`src/common/flc_pkg.sv`:
```
/*
 * Shared constants and carrier types for the fault latch controller:
 * command codes, register widths, bit positions and reset values.
 * Assumes a host-side register port that presents one command per cycle.
 */
package flc_pkg;

    // ************************************************************
    // register command codes
    // ************************************************************
    localparam logic [7:0] CMD_FAULT_INST  = 8'h0E;
    localparam logic [7:0] CMD_ENABLE_MASK = 8'h0F;
    localparam logic [7:0] CMD_INDEX       = 8'h10;
    localparam logic [7:0] CMD_LATCHED     = 8'h11;

    // ************************************************************
    // widths, positions and reset values
    // ************************************************************
    localparam int          REG_W        = 16;
    localparam int          FLT_N        = 14;
    localparam int          RSV_N        = 2;
    localparam int          RSV_FIRST    = 14;
    localparam int          RSV_SECOND   = 15;
    localparam int          IDX_BIT      = 0;
    localparam int          B_CH0A_OV    = 0;
    localparam int          B_CH0A_UV    = 1;
    localparam int          B_CH0A_DAC   = 2;
    localparam int          B_CH1A_OV    = 5;
    localparam int          B_CH1A_UV    = 6;
    localparam int          B_CH1A_DAC   = 7;
    localparam logic [15:0] EN_RESET     = 16'h0000;
    localparam logic [15:0] DATA_RESET   = 16'h0000;
    localparam logic [13:0] LAT_RESET    = 14'h0000;
    localparam logic [1:0]  RSV_RESET    = 2'h0;

    // ************************************************************
    // carrier types
    // ************************************************************
    // live over/under-voltage comparator outputs
    typedef struct packed {
        logic ch0a_ov;
        logic ch0a_uv;
        logic ch0b_ov;
        logic ch0b_uv;
        logic ch1a_ov;
        logic ch1a_uv;
        logic ch1b_ov;
        logic ch1b_uv;
        logic core_ov;
        logic core_uv;
        logic v12_ov;
        logic v12_uv;
    } flc_mon_s;

    // one register request per cycle
    typedef struct packed {
        logic [7:0]  cmd;
        logic        wr;
        logic        rd;
        logic [15:0] wdata;
    } flc_req_s;

    // registered read answer
    typedef struct packed {
        logic        rvalid;
        logic [15:0] rdata;
    } flc_rsp_s;

endpackage

```
`src/core/flc_fault_latch.sv`:
```
/*
 * Fault latch controller top: instantaneous fault assembly, enable mask,
 * sticky latched status with clear on read, summary index, alert drive
 * and fault-triggered re-servo pulses.
 * Assumes the host port carries one synchronous request per cycle and
 * that the servo engine acts on the one-cycle start pulses.
 */
// Functional notes
// - enable low forces latched bit zero; reset zero
// - enabled live fault sets its latched bit
// - re-servo disabled means no servo action
// - first channel re-servo pulses on fault
// - second channel re-servo pulses on fault
// - index bit zero shows any latched fault
// - index read keeps latches; upper bits zero
// - fixed fourteen-bit fault ordering
// - latched bit holds after fault goes away
// - writing enable zero clears latch immediately
// - reading latched status clears all bits without a live enabled fault
// - persisting enabled fault sets again after read
// - live fault register, same bit order
// - dac fault at code minimum or maximum
// - alert driven low while latched and enabled
`timescale 1ns/1ps

module flc_fault_latch #(
    parameter int DAC_W = 8
) (
    input  wire logic                 ref_clk,
    input  wire logic                 nrst,
    input  wire flc_pkg::flc_req_s    req,
    output flc_pkg::flc_rsp_s         rsp,
    input  wire flc_pkg::flc_mon_s    mon,
    input  wire logic [DAC_W-1:0]     dac_code_first,
    input  wire logic [DAC_W-1:0]     dac_code_second,
    input  wire logic                 alert_disable,
    output logic                      alert_drive_n,
    output logic [flc_pkg::FLT_N-1:0] latched_fault_status,
    output logic                      reservo_start_first,
    output logic                      reservo_start_second
);

    // ************************************************************
    // helpers
    // ************************************************************
    // code rail-stuck at either end of its range
    function automatic logic dac_at_rail(input logic [DAC_W-1:0] code);
        dac_at_rail = (code == '0) || (code == '1);
    endfunction

    // a one-bit code cannot tell its two rails apart
    if (DAC_W < 2) begin
        $error("flc_fault_latch needs a dac code of two bits or more");
    end

    // ************************************************************
    // live fault vector
    // ************************************************************
    logic [flc_pkg::FLT_N-1:0] inst;

    // fixed ordering shared by live and latched views
    always_comb begin
        inst = {mon.v12_uv, mon.v12_ov, mon.core_uv, mon.core_ov,
                mon.ch1b_uv, mon.ch1b_ov,
                dac_at_rail(dac_code_second), mon.ch1a_uv, mon.ch1a_ov,
                mon.ch0b_uv, mon.ch0b_ov,
                dac_at_rail(dac_code_first), mon.ch0a_uv,
                mon.ch0a_ov};
    end

    // ************************************************************
    // register state
    // ************************************************************
    logic [flc_pkg::REG_W-1:0] fault_enable_mask;
    logic [flc_pkg::REG_W-1:0] next_fault_enable_mask;
    logic [flc_pkg::FLT_N-1:0] next_latched;
    flc_pkg::flc_rsp_s         next_rsp;
    logic                      next_alert_drive_n;
    logic                      en_write;
    logic                      clr_read;
    logic                      any_latched_flag;

    // next values of enables, latches, answer and alert
    always_comb begin
        en_write = req.wr && (req.cmd == flc_pkg::CMD_ENABLE_MASK);
        clr_read = req.rd && (req.cmd == flc_pkg::CMD_LATCHED);
        any_latched_flag = |latched_fault_status;
        next_fault_enable_mask = fault_enable_mask;
        if (en_write) begin
            next_fault_enable_mask = req.wdata; // other writes dropped
        end
        // masking with the new enable clears in the same edge
        // live fault ored after the clear so set beats clear
        next_latched = ((clr_read ? flc_pkg::LAT_RESET
                                  : latched_fault_status) | inst)
                       & next_fault_enable_mask[flc_pkg::FLT_N-1:0];
        next_rsp.rvalid = req.rd;
        next_rsp.rdata  = flc_pkg::DATA_RESET;
        unique case (req.cmd)
            flc_pkg::CMD_FAULT_INST: begin
                next_rsp.rdata[flc_pkg::FLT_N-1:0] = inst;
            end
            flc_pkg::CMD_ENABLE_MASK: begin
                next_rsp.rdata = fault_enable_mask;
            end
            flc_pkg::CMD_INDEX: begin
                next_rsp.rdata[flc_pkg::IDX_BIT] = any_latched_flag;
            end
            flc_pkg::CMD_LATCHED: begin
                next_rsp.rdata[flc_pkg::FLT_N-1:0] =
                    latched_fault_status;
            end
            default: begin
                next_rsp.rdata = flc_pkg::DATA_RESET; // unmapped reads zero
            end
        endcase
        // open drain: only ever pulls low
        next_alert_drive_n = !(!alert_disable && any_latched_flag);
    end

    // registers only
    always_ff @(posedge ref_clk or negedge nrst) begin
        if (!nrst) begin
            fault_enable_mask    <= flc_pkg::EN_RESET;
            latched_fault_status <= flc_pkg::LAT_RESET;
            rsp                  <= '0;
            alert_drive_n        <= 1'b1;
        end else begin
            fault_enable_mask    <= next_fault_enable_mask;
            latched_fault_status <= next_latched;
            rsp                  <= next_rsp;
            alert_drive_n        <= next_alert_drive_n;
        end
    end

    // ************************************************************
    // re-servo triggers
    // ************************************************************
    // host must also set servo on, no repeat, monitor select
    flc_reservo_trig #(
        .NCH (flc_pkg::RSV_N)
    ) u_trig (
        .ref_clk     (ref_clk),
        .nrst        (nrst),
        .enable      ({fault_enable_mask[flc_pkg::RSV_SECOND],
                       fault_enable_mask[flc_pkg::RSV_FIRST]}),
        .fault_level ({inst[flc_pkg::B_CH1A_OV] | inst[flc_pkg::B_CH1A_UV],
                       inst[flc_pkg::B_CH0A_OV] | inst[flc_pkg::B_CH0A_UV]}),
        .start       ({reservo_start_second, reservo_start_first})
    );

    logic [flc_pkg::FLT_N-1:0] en_low;
    assign en_low = fault_enable_mask[flc_pkg::FLT_N-1:0];
endmodule

```
`src/core/flc_reservo_trig.sv`:
```
/*
 * Single-shot re-servo trigger: one start pulse per rising fault edge
 * on each enabled channel. Assumes the fault levels are synchronous.
 */
`timescale 1ns/1ps

module flc_reservo_trig #(
    parameter int NCH = 2
) (
    input  wire logic           ref_clk,
    input  wire logic           nrst,
    input  wire logic [NCH-1:0] enable,
    input  wire logic [NCH-1:0] fault_level,
    output logic      [NCH-1:0] start
);

    // ************************************************************
    // edge detect
    // ************************************************************
    logic [NCH-1:0] prev;
    logic [NCH-1:0] next_prev;
    logic [NCH-1:0] next_start;

    // refuse a channel count the trigger cannot serve
    if (NCH < 1) begin
        $error("flc_reservo_trig needs at least one channel");
    end

    // a held fault gives one servo only, never a retrigger loop
    always_comb begin
        next_prev  = fault_level;
        next_start = enable & fault_level & ~prev;
    end

    // registers only
    always_ff @(posedge ref_clk or negedge nrst) begin
        if (!nrst) begin
            prev  <= '0;
            start <= '0;
        end else begin
            prev  <= next_prev;
            start <= next_start;
        end
    end
endmodule

```
`config.mk`:
```
export PLATFORM = sky130hd
export DESIGN_NAME = flc_fault_latch
export DESIGN_NICKNAME = d
export VERILOG_FILES = /design/src/common/flc_pkg.sv /design/src/core/flc_fault_latch.sv /design/src/core/flc_reservo_trig.sv
export SDC_FILE = /design/constraint.sdc
export NUM_CORES = 1
export LEC_CHECK = 0
export BUFFER_PORTS_ARGS = -buffer_cell sky130_fd_sc_hd__buf_2
export CAP_MARGIN = 20
export CORE_MARGIN = 1
export CORE_UTILIZATION = 28
export DETAILED_ROUTE_END_ITERATION = 6
export GPL_ROUTABILITY_DRIVEN = 0
export SLEW_MARGIN = 30
export SYNTH_ARGS = -nofsm -noshare
export SYNTH_HDL_FRONTEND = slang
export SYNTH_SLANG_ARGS = --single-unit
export TNS_END_PERCENT = 20
```
`constraint.sdc`:
```
create_clock -name ref_clk -period 1.81 [get_ports ref_clk]
set_input_delay 0.362 -clock ref_clk [delete_from_list [all_inputs] [get_ports ref_clk]]
set_output_delay 0.362 -clock ref_clk [all_outputs]
set_load 0.1 [all_outputs]
```
==> qor.yml <==
vias_per_cell: 4.533
clock_latency_ps: 300
clk_path_buf_depth: 2
grt_pass1_vias: 1858
clkSinkCount: 52
fmaxAchievable_mhz: 559.8
grt_pass1_wl_um: 9018
p_seq_share_pct: 50.1
synthToLayoutAreaGrowth_pct: 37.39
final_util_pct: 40.61
dieArea_um2: 8137
synth_edf_count: 0
fin_nets: 340
synth_nets: 237
cts_resized: 0
fin_cells: 383
grt_max_degree: 53
netlist_area_um2: 2178
hp-class: "primary input to asynchronous set/reset pin"
grt.overflow.total: 0
endpoint_kind: "flop"
synth_seq_cells: 52
fin_ws_ps: 23.70
period_share_pct: 98.69
cts.hold.buffers_added: 0
drive_gt1_share_pct: 48.59
hold_viol_final: 0
dp_hpwl_um: 3984
place_inst: 375
ys.flop_type: "dfrtp_1"
num_rows: 31
rsz0062_at_grt: "no"
cts_root_buffer: "clkbuf_8"
power.static_leakage_uw: 0.001647
cp-start-kind: "primary input"
die_w_um: 90.21
ys_warn_count: 0
n_fill_cell: 746
avgRoutedWirePerCell_um: 14.20
power_switching_uw: 566.1
cap_violations: 0
ir_drop_v: 0.0004666
reg2reg_to: "rsp[0]$_DFF_PN0_"
io_pins: 91
core_um2: 7370
die_h_um: 90.21
io_buffers: 90
p_comb_share_pct: 11.8
initial_core_util_pct: 29.56
postCtsSetupBuffers: 0
numCtsBuffers: 5
crit_fanout: 14
postRouteAntennaNets: 0
diodes: 0
place_ws_ps: -352.2
cp.required_ps: 2010
p_sw_share_pct: 23.41
p_int_uw: 1852
p_total_uw: 2418
seq_area_frac_synth_pct: 59.79
maxSlewHeadroom_pct: 66.65
p_per_area_nw_per_um2: 808.0
clkPwrFrac_pct: 38.1
syn_avg_cell_area_um2: 12.10
worstReg2RegStart: "latched_fault_status[10]$_DFF_PN0_"
drt-total-wl_um: 5440
vias: 1736
fin_skew_ps: 7.733
htree_levels: 2
cts_tree: "built"
drc: 0
status: "complete, no violations"
arrival_ps: 1980
reg2reg_slack_ps: 430
tns_ps: 0
ys_async_sr_fraction_pct: 100.0
path_clk_slew_ps: 90
synthCells: 180
drv_slew: 0
period_needed_ps: 1786
grt_usage_pct: 14.06
tightest_slew_ps: 503.7
setup_viol: 0
first_pass_iters: 4
antenna_found_initial: 0
synth_cell_types: 34
path_class: "primary input to flop"
worst_r2r_path_depth: 4
drt_iter0_markers: 84
-- logic make-up after synthesis --
logic type / after synthesis / synth area share [%]
simple gates: 70 / 18.15
flops: 52 / 59.79
compound gates: 33 / 11.03
mux: 17 / 8.731
buf+inv: 8 / 2.297
-- metal layers --
metal	wire, um	up-vias	GRT usage (%)
met5	0	-	0
met4	58	0	4.301
met3	331	7	3.807
met2	2554	57	22.84
met1	2496	820	18.26
li1	-	852	-
-- Yosys cell counts (all sizes together) (3+ instances only) --
cell    count  area (um^2)
nor2        3        11.26
a22oi      14        105.1
or2         3        18.77
a21o       12        95.09
dfrtp      51         1276
mux2       16        180.2
buf         3        31.27
and2       13        81.33
clkbuf      3        11.26
nor4        7        43.79
nand4       5        31.28
nand2      24        90.09
o21ai       3        15.01
-- registers in the layout, indices dropped and copies added (netlist names) --
signal	flops
u_trig.prev	2
latched_fault_status	14
rsp	17
u_trig.start	2
alert_drive_n	1
fault_enable_mask	16
-- placed cells by master, fill, tap and decap left out, types with 2 or more instances in the layout --
cell and n:
buf_2 90, dfrtp_1 51, nand2_1 24, mux2_2 16, a22oi_1 14, and2_1 12
a21o_1 8, buf_4 8, nor4_1 7, nand4_1 5, clkbuf_8 5, a21o_2 4
buf_12 4, or2_2 3, nor2_1 3, o21ai_0 3, and3b_1 2, inv_1 2
a21oi_1 2, nand2b_1 2, and3_1 2, a21boi_0 2, bufinv_16 2
-- area by class of cell --
| class | count | area, um^2 | area share [%] |
|---|---|---|---|
| Clock buffer | 6 | 72.57 | 2.425 |
| Sequential cell | 52 | 1303 | 43.52 |
| Inverter | 2 | 7.507 | 0.2508 |
| Clock inverter | 2 | 60.06 | 2.007 |
| Tap cell | 99 | 123.9 | 4.139 |
| Timing Repair Buffer | 102 | 590.6 | 19.73 |
| Multi-Input combinational cell | 120 | 835.8 | 27.93 |
-- power by group through the flow --
stage / clock network (uW) / logic (uW) / registers, uW
finish: 921 / 286 / 1210
global route: 998 / 310 / 1220
CTS: 951 / 290 / 1210
detailed placement: 0 / 290 / 1230
global placement: 0 / 286 / 1230
floorplan: 0 / 61.6 / 1320
-- how the worst max path moves through the flow --
| stage | start | end | slack (ps) | cells past startpoint |
|---|---|---|---|---|
| final | req[24] | latched_fault_status[5]$_DFF_PN0_ | 20 | 5 |
| after global routing | req[24] | latched_fault_status[12]$_DFF_PN0_ | 9 | 5 |
| after CTS | req[24] | latched_fault_status[3]$_DFF_PN0_ | 6 | 5 |
| after detailed placement | req[23] | latched_fault_status[13]$_DFF_PN0_ | -350 | 5 |
| after global placement | req[23] | latched_fault_status[3]$_DFF_PN0_ | -340 | 5 |
| after floorplan | req[23] | latched_fault_status[11]$_DFF_PN0_ | -260 | 6 |
-- per-stage QoR --
stage / cell area, um^2 / hold slack [ps]
floorplan: 2178 / 66.41
global placement: 2860 / 378.6
detailed placement: 2860 / 383.7
CTS: 2993 / 55.23
global route: 2993 / 58.85
finish: 2993 / 32.05
-- worst max-delay path, cell delays in order --
cell    delay, ps
buf_2         100
or4b_4        540
or4_4         610
a21o_1        220
and2_1        140
Power figures use the tool's default switching activity.
